`config.mk`:
```
export PLATFORM = sky130hd
export DESIGN_NAME = opw_top
export DESIGN_NICKNAME = d
export VERILOG_FILES = /design/src/hw/opw_pkg.sv /design/src/hw/opw_top.sv /design/src/hw/opw_store.sv
export VERILOG_INCLUDE_DIRS = /design/src /design/src/hw
export SDC_FILE = /design/constraint.sdc
export NUM_CORES = 1
export LEC_CHECK = 0
export BUFFER_PORTS_ARGS = -buffer_cell sky130_fd_sc_hd__buf_4
export CAP_MARGIN = 10
export CORE_UTILIZATION = 56
export DETAILED_ROUTE_END_ITERATION = 8
export GPL_TIMING_DRIVEN = 0
export PLACE_DENSITY = 0.84
export SYNTH_ARGS = -nofsm -noshare
export SYNTH_HDL_FRONTEND = slang
export SYNTH_SLANG_ARGS = --single-unit
export TNS_END_PERCENT = 5
```
`constraint.sdc`:
```
create_clock -name ref_clk -period 2.85 [get_ports ref_clk]
set_clock_uncertainty 0.1 [all_clocks]
set_input_delay 0.285 -clock ref_clk [delete_from_list [all_inputs] [get_ports ref_clk]]
set_output_delay 0.285 -clock ref_clk [all_outputs]
set_load 0.01 [all_outputs]
```
`src/hw/opw_consts.svh`:
```
// Constants for the optical power warning threshold bank
// Summary of operation
// - TX low flag when measured upper below threshold
// - RX high flag when measured upper above threshold
// - RX low flag when measured upper below threshold
// - Lower threshold bytes stored, never compared
// - Upper byte weighs 25.6 microwatts per bit
// - Upper and lower form sixteen bits, 0.1uW
// - Thresholds are unsigned binary numbers
// - Compare raw values, no calibration applied
// - Check byte is plain storage, no summing
// - Check byte writable at manufacturer level
// - Check byte read-only at customer level
// - TX measurement is result register upper byte
`ifndef OPW_CONSTS_SVH
`define OPW_CONSTS_SVH

// ----------------------------------------------------------------
// Serial bus
// ----------------------------------------------------------------
`define OPW_DEV_ADDR      7'h51
`define OPW_BYTE_BITS     4'h8

// ----------------------------------------------------------------
// Byte offsets
// ----------------------------------------------------------------
`define OPW_OFS_TX_LOW_U  8'h1E
`define OPW_OFS_TX_LOW_L  8'h1F
`define OPW_OFS_RX_HIGH_U 8'h24
`define OPW_OFS_RX_HIGH_L 8'h25
`define OPW_OFS_RX_LOW_U  8'h26
`define OPW_OFS_RX_LOW_L  8'h27
`define OPW_OFS_CHECK     8'h5F

// ----------------------------------------------------------------
// Reset values and weights
// ----------------------------------------------------------------
`define OPW_RST_BYTE      8'h00
`define OPW_NUM_BYTES     7
`define OPW_CHECK_IDX     6
`define OPW_UPPER_LSB_NW  25600
`define OPW_LOWER_LSB_NW  100

`endif

```
`src/hw/opw_pkg.sv`:
```
// Types shared by the optical power warning threshold bank
package opw_pkg;

  // ----------------------------------------------------------------
  // Serial slave states
  // ----------------------------------------------------------------
  typedef enum logic [2:0] {
    ST_IDLE, ST_ADDR, ST_AACK, ST_RX, ST_RACK, ST_TX, ST_TACK
  } opw_state_e;

  // ----------------------------------------------------------------
  // Carriers
  // ----------------------------------------------------------------
  typedef struct packed {
    logic [7:0] tx_low_u;
    logic [7:0] tx_low_l;
    logic [7:0] rx_high_u;
    logic [7:0] rx_high_l;
    logic [7:0] rx_low_u;
    logic [7:0] rx_low_l;
  } opw_thresh_s;

  typedef struct packed {
    logic [7:0] tx_u;
    logic [7:0] rx_u;
  } opw_meas_s;

  typedef struct packed {
    logic tx_low;
    logic rx_high;
    logic rx_low;
  } opw_warn_s;

endpackage

```
`src/hw/opw_top.sv`:
```
// Two-wire slave, threshold bank and power warning comparators
`timescale 1ns/1ps
`default_nettype none
`include "opw_consts.svh"

module opw_top
  import opw_pkg::*;
(
  input  wire logic  ref_clk,
  input  wire logic  rst,
  input  wire logic  scl_in,
  input  wire logic  sda_in,
  output logic       sda_out,
  output logic       sda_oe,
  input  wire logic  manufacturer_password_level,
  input  wire logic  meas_valid,
  input  wire opw_meas_s meas,
  output opw_warn_s  warning_flag
);

  // ----------------------------------------------------------------
  // Pin synchronisers
  // ----------------------------------------------------------------
  // Three stages; a level counts only once stages two and three agree,
  // which also rejects single-cycle glitches on the slow bus.
  logic [2:0] scl_sync_r;
  logic [2:0] sda_sync_r;
  logic       scl_f_r;
  logic       sda_f_r;
  logic       scl_f_nxt;
  logic       sda_f_nxt;

  always_ff @(posedge ref_clk or posedge rst) begin
    if (rst) begin
      scl_sync_r <= 3'h7;
      sda_sync_r <= 3'h7;
    end else begin
      scl_sync_r <= {scl_sync_r[1:0], scl_in};
      sda_sync_r <= {sda_sync_r[1:0], sda_in};
    end
  end

  assign scl_f_nxt = (scl_sync_r[1] == scl_sync_r[2]) ? scl_sync_r[2] : scl_f_r;
  assign sda_f_nxt = (sda_sync_r[1] == sda_sync_r[2]) ? sda_sync_r[2] : sda_f_r;

  always_ff @(posedge ref_clk or posedge rst) begin
    if (rst) begin
      scl_f_r <= 1'b1;
      sda_f_r <= 1'b1;
    end else begin
      scl_f_r <= scl_f_nxt;
      sda_f_r <= sda_f_nxt;
    end
  end

  // ----------------------------------------------------------------
  // Bus events
  // ----------------------------------------------------------------
  wire scl_rise  = scl_f_nxt && !scl_f_r;
  wire scl_fall  = !scl_f_nxt && scl_f_r;
  wire bus_start = scl_f_r && scl_f_nxt && sda_f_r && !sda_f_nxt;
  wire bus_stop  = scl_f_r && scl_f_nxt && !sda_f_r && sda_f_nxt;

  // ----------------------------------------------------------------
  // Slave state
  // ----------------------------------------------------------------
  opw_state_e state_r;
  opw_state_e state_nxt;
  logic [3:0] cnt_r;
  logic [3:0] cnt_nxt;
  logic [7:0] sh_r;
  logic [7:0] sh_nxt;
  logic [7:0] ptr_r;
  logic [7:0] ptr_nxt;
  logic       first_r;
  logic       first_nxt;
  logic       nack_r;
  logic       nack_nxt;
  logic       oe_r;
  logic       oe_nxt;
  logic       wr_en;
  logic [7:0] rdata;
  opw_thresh_s thr;

  wire addr_match = (sh_r[7:1] == `OPW_DEV_ADDR);
  wire byte_done  = (cnt_r == `OPW_BYTE_BITS);

  always_comb begin
    state_nxt = state_r;
    cnt_nxt   = cnt_r;
    sh_nxt    = sh_r;
    ptr_nxt   = ptr_r;
    first_nxt = first_r;
    nack_nxt  = nack_r;
    oe_nxt    = oe_r;
    wr_en     = 1'b0;
    if (bus_start) begin
      state_nxt = ST_ADDR;
      cnt_nxt   = 4'h0;
      oe_nxt    = 1'b0;
    end else if (bus_stop) begin
      state_nxt = ST_IDLE;
      oe_nxt    = 1'b0;
    end else begin
      case (state_r)
        ST_IDLE: begin
          oe_nxt = 1'b0;
        end
        ST_ADDR: begin
          if (scl_rise) begin
            sh_nxt  = {sh_r[6:0], sda_f_r};
            cnt_nxt = cnt_r + 4'h1;
          end else if (scl_fall && byte_done) begin
            // Other addresses are simply not acknowledged
            state_nxt = addr_match ? ST_AACK : ST_IDLE;
            oe_nxt    = addr_match;
          end
        end
        ST_AACK: begin
          if (scl_fall) begin
            cnt_nxt = 4'h0;
            if (sh_r[0]) begin
              sh_nxt    = rdata;
              oe_nxt    = !rdata[7];
              state_nxt = ST_TX;
            end else begin
              first_nxt = 1'b1;
              oe_nxt    = 1'b0;
              state_nxt = ST_RX;
            end
          end
        end
        ST_RX: begin
          if (scl_rise) begin
            sh_nxt  = {sh_r[6:0], sda_f_r};
            cnt_nxt = cnt_r + 4'h1;
          end else if (scl_fall && byte_done) begin
            // First data byte is the offset, later ones are stored
            if (first_r) begin
              ptr_nxt = sh_r;
            end else begin
              wr_en   = 1'b1;
              ptr_nxt = ptr_r + 8'h01;
            end
            oe_nxt    = 1'b1;
            state_nxt = ST_RACK;
          end
        end
        ST_RACK: begin
          if (scl_fall) begin
            first_nxt = 1'b0;
            cnt_nxt   = 4'h0;
            oe_nxt    = 1'b0;
            state_nxt = ST_RX;
          end
        end
        ST_TX: begin
          if (scl_fall) begin
            if (cnt_r == 4'h7) begin
              oe_nxt    = 1'b0;
              state_nxt = ST_TACK;
            end else begin
              sh_nxt  = {sh_r[6:0], 1'b0};
              oe_nxt  = !sh_r[6];
              cnt_nxt = cnt_r + 4'h1;
            end
          end
        end
        ST_TACK: begin
          if (scl_rise) begin
            // Pointer moves early so the next byte is ready by the fall
            nack_nxt = sda_f_r;
            ptr_nxt  = ptr_r + 8'h01;
          end else if (scl_fall) begin
            cnt_nxt = 4'h0;
            if (nack_r) begin
              state_nxt = ST_IDLE;
            end else begin
              sh_nxt    = rdata;
              oe_nxt    = !rdata[7];
              state_nxt = ST_TX;
            end
          end
        end
        default: begin
          state_nxt = ST_IDLE;
          oe_nxt    = 1'b0;
        end
      endcase
    end
  end

  always_ff @(posedge ref_clk or posedge rst) begin
    if (rst) begin
      state_r <= ST_IDLE;
      cnt_r   <= 4'h0;
      sh_r    <= 8'h00;
      ptr_r   <= 8'h00;
      first_r <= 1'b0;
      nack_r  <= 1'b0;
      oe_r    <= 1'b0;
    end else begin
      state_r <= state_nxt;
      cnt_r   <= cnt_nxt;
      sh_r    <= sh_nxt;
      ptr_r   <= ptr_nxt;
      first_r <= first_nxt;
      nack_r  <= nack_nxt;
      oe_r    <= oe_nxt;
    end
  end

  // Open drain: only ever pulls low
  assign sda_out = 1'b0;
  assign sda_oe  = oe_r;

  // ----------------------------------------------------------------
  // Threshold bank
  // ----------------------------------------------------------------
  opw_store u_store (
    .ref_clk   (ref_clk),
    .rst       (rst),
    .wr_en     (wr_en),
    .addr      (ptr_r),
    .wdata     (sh_r),
    .mfr_level (manufacturer_password_level),
    .rdata_r   (rdata),
    .thr       (thr)
  );

  // ----------------------------------------------------------------
  // Warning comparators
  // ----------------------------------------------------------------
  // Raw upper bytes only, unsigned; lower bytes never take part, so
  // a threshold of 25.6uW steps is the true resolution.
  wire tx_low_cmp  = meas.tx_u < thr.tx_low_u;
  wire rx_high_cmp = meas.rx_u > thr.rx_high_u;
  wire rx_low_cmp  = meas.rx_u < thr.rx_low_u;

  opw_warn_s warn_nxt;
  assign warn_nxt = meas_valid ? opw_warn_s'{tx_low_cmp, rx_high_cmp, rx_low_cmp}
                               : warning_flag;

  always_ff @(posedge ref_clk or posedge rst) begin
    if (rst) begin
      warning_flag <= '0;
    end else begin
      warning_flag <= warn_nxt;
    end
  end
endmodule

`default_nettype wire

```
`src/hw/opw_store.sv`:
```
// Byte store for the threshold pairs and the check byte
`timescale 1ns/1ps
`default_nettype none
`include "opw_consts.svh"

module opw_store
  import opw_pkg::*;
(
  input  wire logic        ref_clk,
  input  wire logic        rst,
  input  wire logic        wr_en,
  input  wire logic [7:0]  addr,
  input  wire logic [7:0]  wdata,
  input  wire logic        mfr_level,
  output logic      [7:0]  rdata_r,
  output opw_thresh_s      thr
);

  localparam logic [7:0] OFS_TAB [`OPW_NUM_BYTES] = '{
    `OPW_OFS_TX_LOW_U, `OPW_OFS_TX_LOW_L, `OPW_OFS_RX_HIGH_U,
    `OPW_OFS_RX_HIGH_L, `OPW_OFS_RX_LOW_U, `OPW_OFS_RX_LOW_L, `OPW_OFS_CHECK
  };

  logic [7:0] byte_r   [`OPW_NUM_BYTES];
  logic [7:0] rd_term  [`OPW_NUM_BYTES];
  wire logic [`OPW_NUM_BYTES-1:0] hit;
  logic [7:0] rdata_nxt;

  // ----------------------------------------------------------------
  // Storage entries
  // ----------------------------------------------------------------
  genvar gi;
  generate
    for (gi = 0; gi < `OPW_NUM_BYTES; gi = gi + 1) begin : g_ent
      // Check byte is only plain storage; nothing sums the page
      wire wr_ok = (gi != `OPW_CHECK_IDX) || mfr_level;
      assign hit[gi]     = (addr == OFS_TAB[gi]);
      assign rd_term[gi] = hit[gi] ? byte_r[gi] : 8'h00;
      always_ff @(posedge ref_clk or posedge rst) begin
        if (rst) begin
          byte_r[gi] <= `OPW_RST_BYTE;
        end else if (wr_en && hit[gi] && wr_ok) begin
          byte_r[gi] <= wdata;
        end
      end
    end
  endgenerate

  // Unmapped offsets read as zero
  always_comb begin
    rdata_nxt = 8'h00;
    for (int i = 0; i < `OPW_NUM_BYTES; i++) begin
      rdata_nxt = rdata_nxt | rd_term[i];
    end
  end

  always_ff @(posedge ref_clk or posedge rst) begin
    if (rst) begin
      rdata_r <= 8'h00;
    end else begin
      rdata_r <= rdata_nxt;
    end
  end

  assign thr = '{byte_r[0], byte_r[1], byte_r[2], byte_r[3], byte_r[4], byte_r[5]};
endmodule

`default_nettype wire

```
# == Word level (Yosys, flattened, before mapping) ==
# Index checks and enable logic that the tools add are counted.
# totals
ff_bits,101
input_bits,22
output_inout_bits,5
wordCells,192
# op_classes
addsub,2
magnitude_cmp,3
eq_ne,48
muxes,71
bitwise,8
n_reduce_logical,37
# ops
op,count
8-bit two-way mux,19
8-bit OR,6
"4-bit inequality test, second input constant",11
3-bit two-way mux,14
"8-bit by 6-bit equality test with 1-bit output, second input constant",4
8-bit case mux with 4 select lines,1
4-bit two-way mux,7
"2-bit inequality test, second input constant",13
1-bit two-way mux,24
11-bit AND reduction,2
3-bit case mux with 7 select lines,1
10-bit AND reduction,2
6-bit AND reduction,3
"8-bit by 5-bit equality test with 1-bit output, second input constant",2
1-bit logical AND,16
8-bit < comparator,2
4-bit case mux with 4 select lines,1
8-bit case mux with 2 select lines,1
"3-bit inequality test, second input constant",4
"3-bit equality test, second input constant",3
"8-bit by 1-bit adder with 8-bit output, second input constant",1
"8-bit by 7-bit equality test with 1-bit output, second input constant",1
8-bit greater-than comparator,1
"7-bit equality test, second input constant",1
other kinds (19),29

# == Longest topological paths before layout ==
# depth
word_depth,12
ltp_mapped,8
ltp_nobuf,7

# == By module ==
# Synthesis repeated with hierarchy kept, for this count alone.
# unflattened
hier_cells,545
area_unflattened_um2,5985.7
# modules_own_cells
module,n_inst,cells_per_inst,area_each_um2,seq_area_each_um2
opw_store,1,234,3239.4,1601.5
opw_top,1,311,2746.4,935.9

# == Worst setup path after synthesis ==
# Ideal clock, no wire load.
# synth_timing
path_kind,flip-flop to flip-flop
from,register scl_f_r
to,register u_store.byte_r (netlist bit u_store.thr[32])
setup_ps,125
t_arrival_ps,2332
t_required_ps,2625
setup_slack_ps,293
stages_incl_launch_ff,6
path_buffers,1
period_less_slack_ps,2557
path_cell_list,dfstp_2 -> or3b_1 -> buf_2 -> or4_4 -> nor3b_4 -> mux2_2
# synth_via
elab_chain_len,10
word_cells_on_any_way,17
cone_classes,6 x mux; 11 x reduce/logical
# synth_rtl
item,line,source
"start, declared",opw_top.sv:28,logic scl_f_r;
"start signal, assigned",opw_top.sv:51,scl_f_r <= scl_f_nxt;
1-bit two-way mux,opw_top.sv:43,assign scl_f_nxt = (scl_sync_r[1] == scl_sync_r[2]) ? scl_sync_r[2] : scl_f_r;
1-bit logical NOT,opw_top.sv:60,wire scl_fall = !scl_f_nxt && scl_f_r;
1-bit logical AND,opw_top.sv:60,
1-bit logical AND,opw_top.sv:137,end else if (scl_fall && byte_done) begin
1-bit two-way mux,opw_top.sv:137,
1-bit two-way mux,opw_top.sv:134,if (scl_rise) begin
1-bit two-way mux,opw_top.sv:105,case (state_r)
1-bit two-way mux,opw_top.sv:101,end else if (bus_stop) begin
1-bit two-way mux *,opw_top.sv:97,if (bus_start) begin
1-bit logical AND *,opw_store.sv:42,end else if (wr_en && hit[gi] && wr_ok) begin
"end signal, assigned by index",opw_store.sv:41,byte_r[gi] <= `OPW_RST_BYTE;
"end signal, assigned by index",opw_store.sv:43,byte_r[gi] <= wdata;
"end, declared",opw_store.sv:24,logic [7:0] byte_r [`OPW_NUM_BYTES];
# Mark *: on every way between the ends. The rest lies on a longest branch, timed or not.
# A chain may end at the register's enable or synchronous reset.

# == Worst setup path in the final report ==
# layout_timing
from,register scl_f_r
to,register u_store.byte_r (netlist bit u_store.thr[16])
# The elaborated chain is that of the path after synthesis.

==> qor.txt <==
Crit Path Max Fanout = 10
post-cts sizing count = 0
initial antenna violation count = 0
pwr dens = 432 mW/mm^2
Vias = 4,240
Fmax achieved = 373 MHz
CTS tree = yes
DRC errors left = 0
Crit Path Class = reg -> reg
max-cap violations = 0
I/O pins = 27
Seq/Total Area, Yosys = 0.469
crit start category = flop
GP Congestion = 0.904
Ys Warns = 0
P&R area growth vs syn = 11.8%
Crit-path slowest cell = or4_4
Netlist cell types = 66
Leak = 2.71 nW
Clock transition at path regs = 100 ps
status = finished, final reports clean
Root Driver = clkbuf_8
Crit path arrival time = 2850 ps
Clock Tree Buf Depth = 2
Final Max Slew Viols = 0
Num CTS Buffers = 9
Required @ worst endpoint = 3020 ps
total core area = 0.00928 sq mm
final hold slack = 131 ps
critical path startpoint = scl_f_r
syn avg cell area = 10.6 sq um
worst path buffer plus inverter count = 1
CP delay by family, top = simple AND/OR/NAND/NOR gates
Netlist Area Pre-Place = 0.00541 sq mm
initial DRC count = 250
pin count of the biggest net entering global routing = 38
Die ar. = 0.0101 sq mm
fill cell count = 730
height of the die = 100 microns
CP peak stage delay = 600 ps
Synthesized Nets = 562
global-route wire length before repair = 21.1 mm
dpl hpwl = 8.93 mm
maximum vdd drop = 351 uV
row count = 35
Seq cells post-synth = 101
clk sinks = 101
final hold viol count = 0
Final ANT Viol Nets = 0
setup TNS = 0 ps
port bufs = 25
Gate Count Post-Synth = 512
H-tree levels = 3
fraction of registers with async set/reset = 1.00
reg2reg start = scl_f_r
# diodes = 0
Worst-Skew Late Latency = 380 ps
worst hold start = meas_valid
Hold Path Class = in -> reg
Slew headroom = 0.478
period utilisation layout = 0.940
Nets = 604
final setup violation count = 0
GRT Util Overall = 0.272
Period minus WS final = 2680 ps
EDFF count, synth = 0
layout cells sized above 1 = 0.229
Slew @ Worst Pin = 780 ps
total gr overflow = 0
first-pass detailed-route iteration total = 7
vias in the first global route = 4,209
main flop type after synthesis = dfrtp_1
RSZ-0062 raised after global routing = false
Routed WL = 12.5 mm
vias per cell = 6.16
Crit. End Element = flop
initial core utilization = 0.583
chip width = 100 microns
wire per inst = 18.2 microns
worst path cell trace = or3b_1, buf_2, or4_4, nor2_4, nand2_2, mux2_1
[worst paths after layout]
kind,end,slack (ps),cells past startpoint
worst min register to register,sda_sync_r[1],260,0
worst max register to register,u_store.thr[16],170,6
worst min-delay path,warning_flag[2],130,3
max in group asynchronous,u_store.thr[4],1330,5
min in group asynchronous,u_store.thr[2],460,3
worst max-delay path,u_store.thr[16],170,6
[timing repair]
action | in CTS | in global routing
hold buffers | 3 | 0
setup endpoints to repair | 0 | 8
setup buffers | 0 | 1
endpoints found under the hold margin | 24 | 0
[Yosys cell counts, drive strengths merged, types with 2 or more instances]
cell | count | area share
nand4 | 4 | 0.0046
a31oi | 5 | 0.0058
mux2 | 57 | 0.12
nand2 | 36 | 0.027
mux2i | 2 | 0.0037
or3b | 2 | 0.0032
ha | 28 | 0.065
o21ai | 29 | 0.027
o2bb2ai | 2 | 0.0032
inv | 35 | 0.024
a21o | 9 | 0.012
a2bb2oi | 2 | 0.0032
buf | 6 | 0.0058
o221a | 2 | 0.0042
o211ai | 6 | 0.0083
o21bai | 2 | 0.0028
nor4b | 2 | 0.0032
o22ai | 5 | 0.0058
dfstp | 8 | 0.039
nor3 | 3 | 0.0049
and2 | 4 | 0.0046
clkbuf | 22 | 0.015
a22oi | 26 | 0.036
nor2 | 19 | 0.015
o21a | 5 | 0.0069
nand2b | 5 | 0.0058
nand3 | 12 | 0.012
nor2b | 3 | 0.0035
o31ai | 2 | 0.0028
o211a | 2 | 0.0037
a31o | 2 | 0.0032
nand3b | 3 | 0.0042
or3 | 3 | 0.0035
and3 | 5 | 0.0058
a21oi | 34 | 0.031
dfrtp | 93 | 0.43
o32ai | 2 | 0.0032
a211oi | 2 | 0.0028
a22o | 6 | 0.0097
[tightest hold or removal path, stage by stage]
cell	delay (ps)
buf_4	120
o21ai_0	90
o211ai_1	80
[cell families after synthesis]
group / count (synthesis) / synth area share
muxes: 59 / 0.122
and+or+nand+nor: 109 / 0.112
buffers and inverters: 63 / 0.0453
AOI/OAI and AO/OA: 151 / 0.186
DFF: 101 / 0.469
other: 1 / 0.000693
adders and majority gates: 28 / 0.0648
[sequential cells by signal (all words and copies together) (netlist names)]
register / cells
u_store.byte_r: 8
sda_f_r: 1
state_r: 3
sda_oe: 1
scl_f_r: 1
u_store.rdata_r: 8
scl_sync_r: 3
sda_sync_r: 3
u_store.thr: 48
ptr_r: 8
nack_r: 1
warning_flag: 3
sh_r: 8
first_r: 1
cnt_r: 4
[metal layers]
layer  GRT usage  part of all wire
met1       0.364              0.44
met2       0.440              0.48
met3      0.0536             0.059
met4       0.103             0.023
met5           0                 0
[cell type report]
cell class	instances	area [sq um]	area share
Clock inverter	5	63.8	0.0106
Buffer	28	114	0.0188
Clock buffer	11	131	0.0217
Timing Repair Buffer	31	278	0.0459
Multi-Input combinational cell	348	2630	0.434
Inverter	35	135	0.0223
Tap cell	129	161	0.0267
Sequential cell	101	2540	0.420
[stage by stage]
step / std cells / utilization / total power [mW] / area (sq um) / worst slack, ps
after global routing: 688 / 0.651 / 2.70 / 6050 / 15.4
final: 688 / 0.651 / 2.61 / 6050 / 172
after CTS: 687 / 0.649 / 2.62 / 6030 / 55.6
after detailed placement: 668 / 0.625 / 1.71 / 5800 / 78.5
after global placement: 666 / 0.621 / 1.70 / 5760 / 69.9
after floorplan: 512 / - / 1.63 / 5410 / 293
[cell usage in the layout (no fill, tap or decap), types with 24 or more instances in the layout]
master     n
a21oi_1   34
inv_1     34
buf_4     26
dfrtp_1   93
a22oi_1   26
clkbuf_1  24
mux2_2    56
ha_1      28
o21ai_0   28
nand2_1   32
[power by group]
group          leakage (nW)  switching (mW)  internal [mW]
clock                0.0949           0.508          0.416
sequential             1.38          0.0201           1.46
combinational          1.24           0.122         0.0902
total                  2.71           0.651           1.96
(Power assumes the default switching activity.)
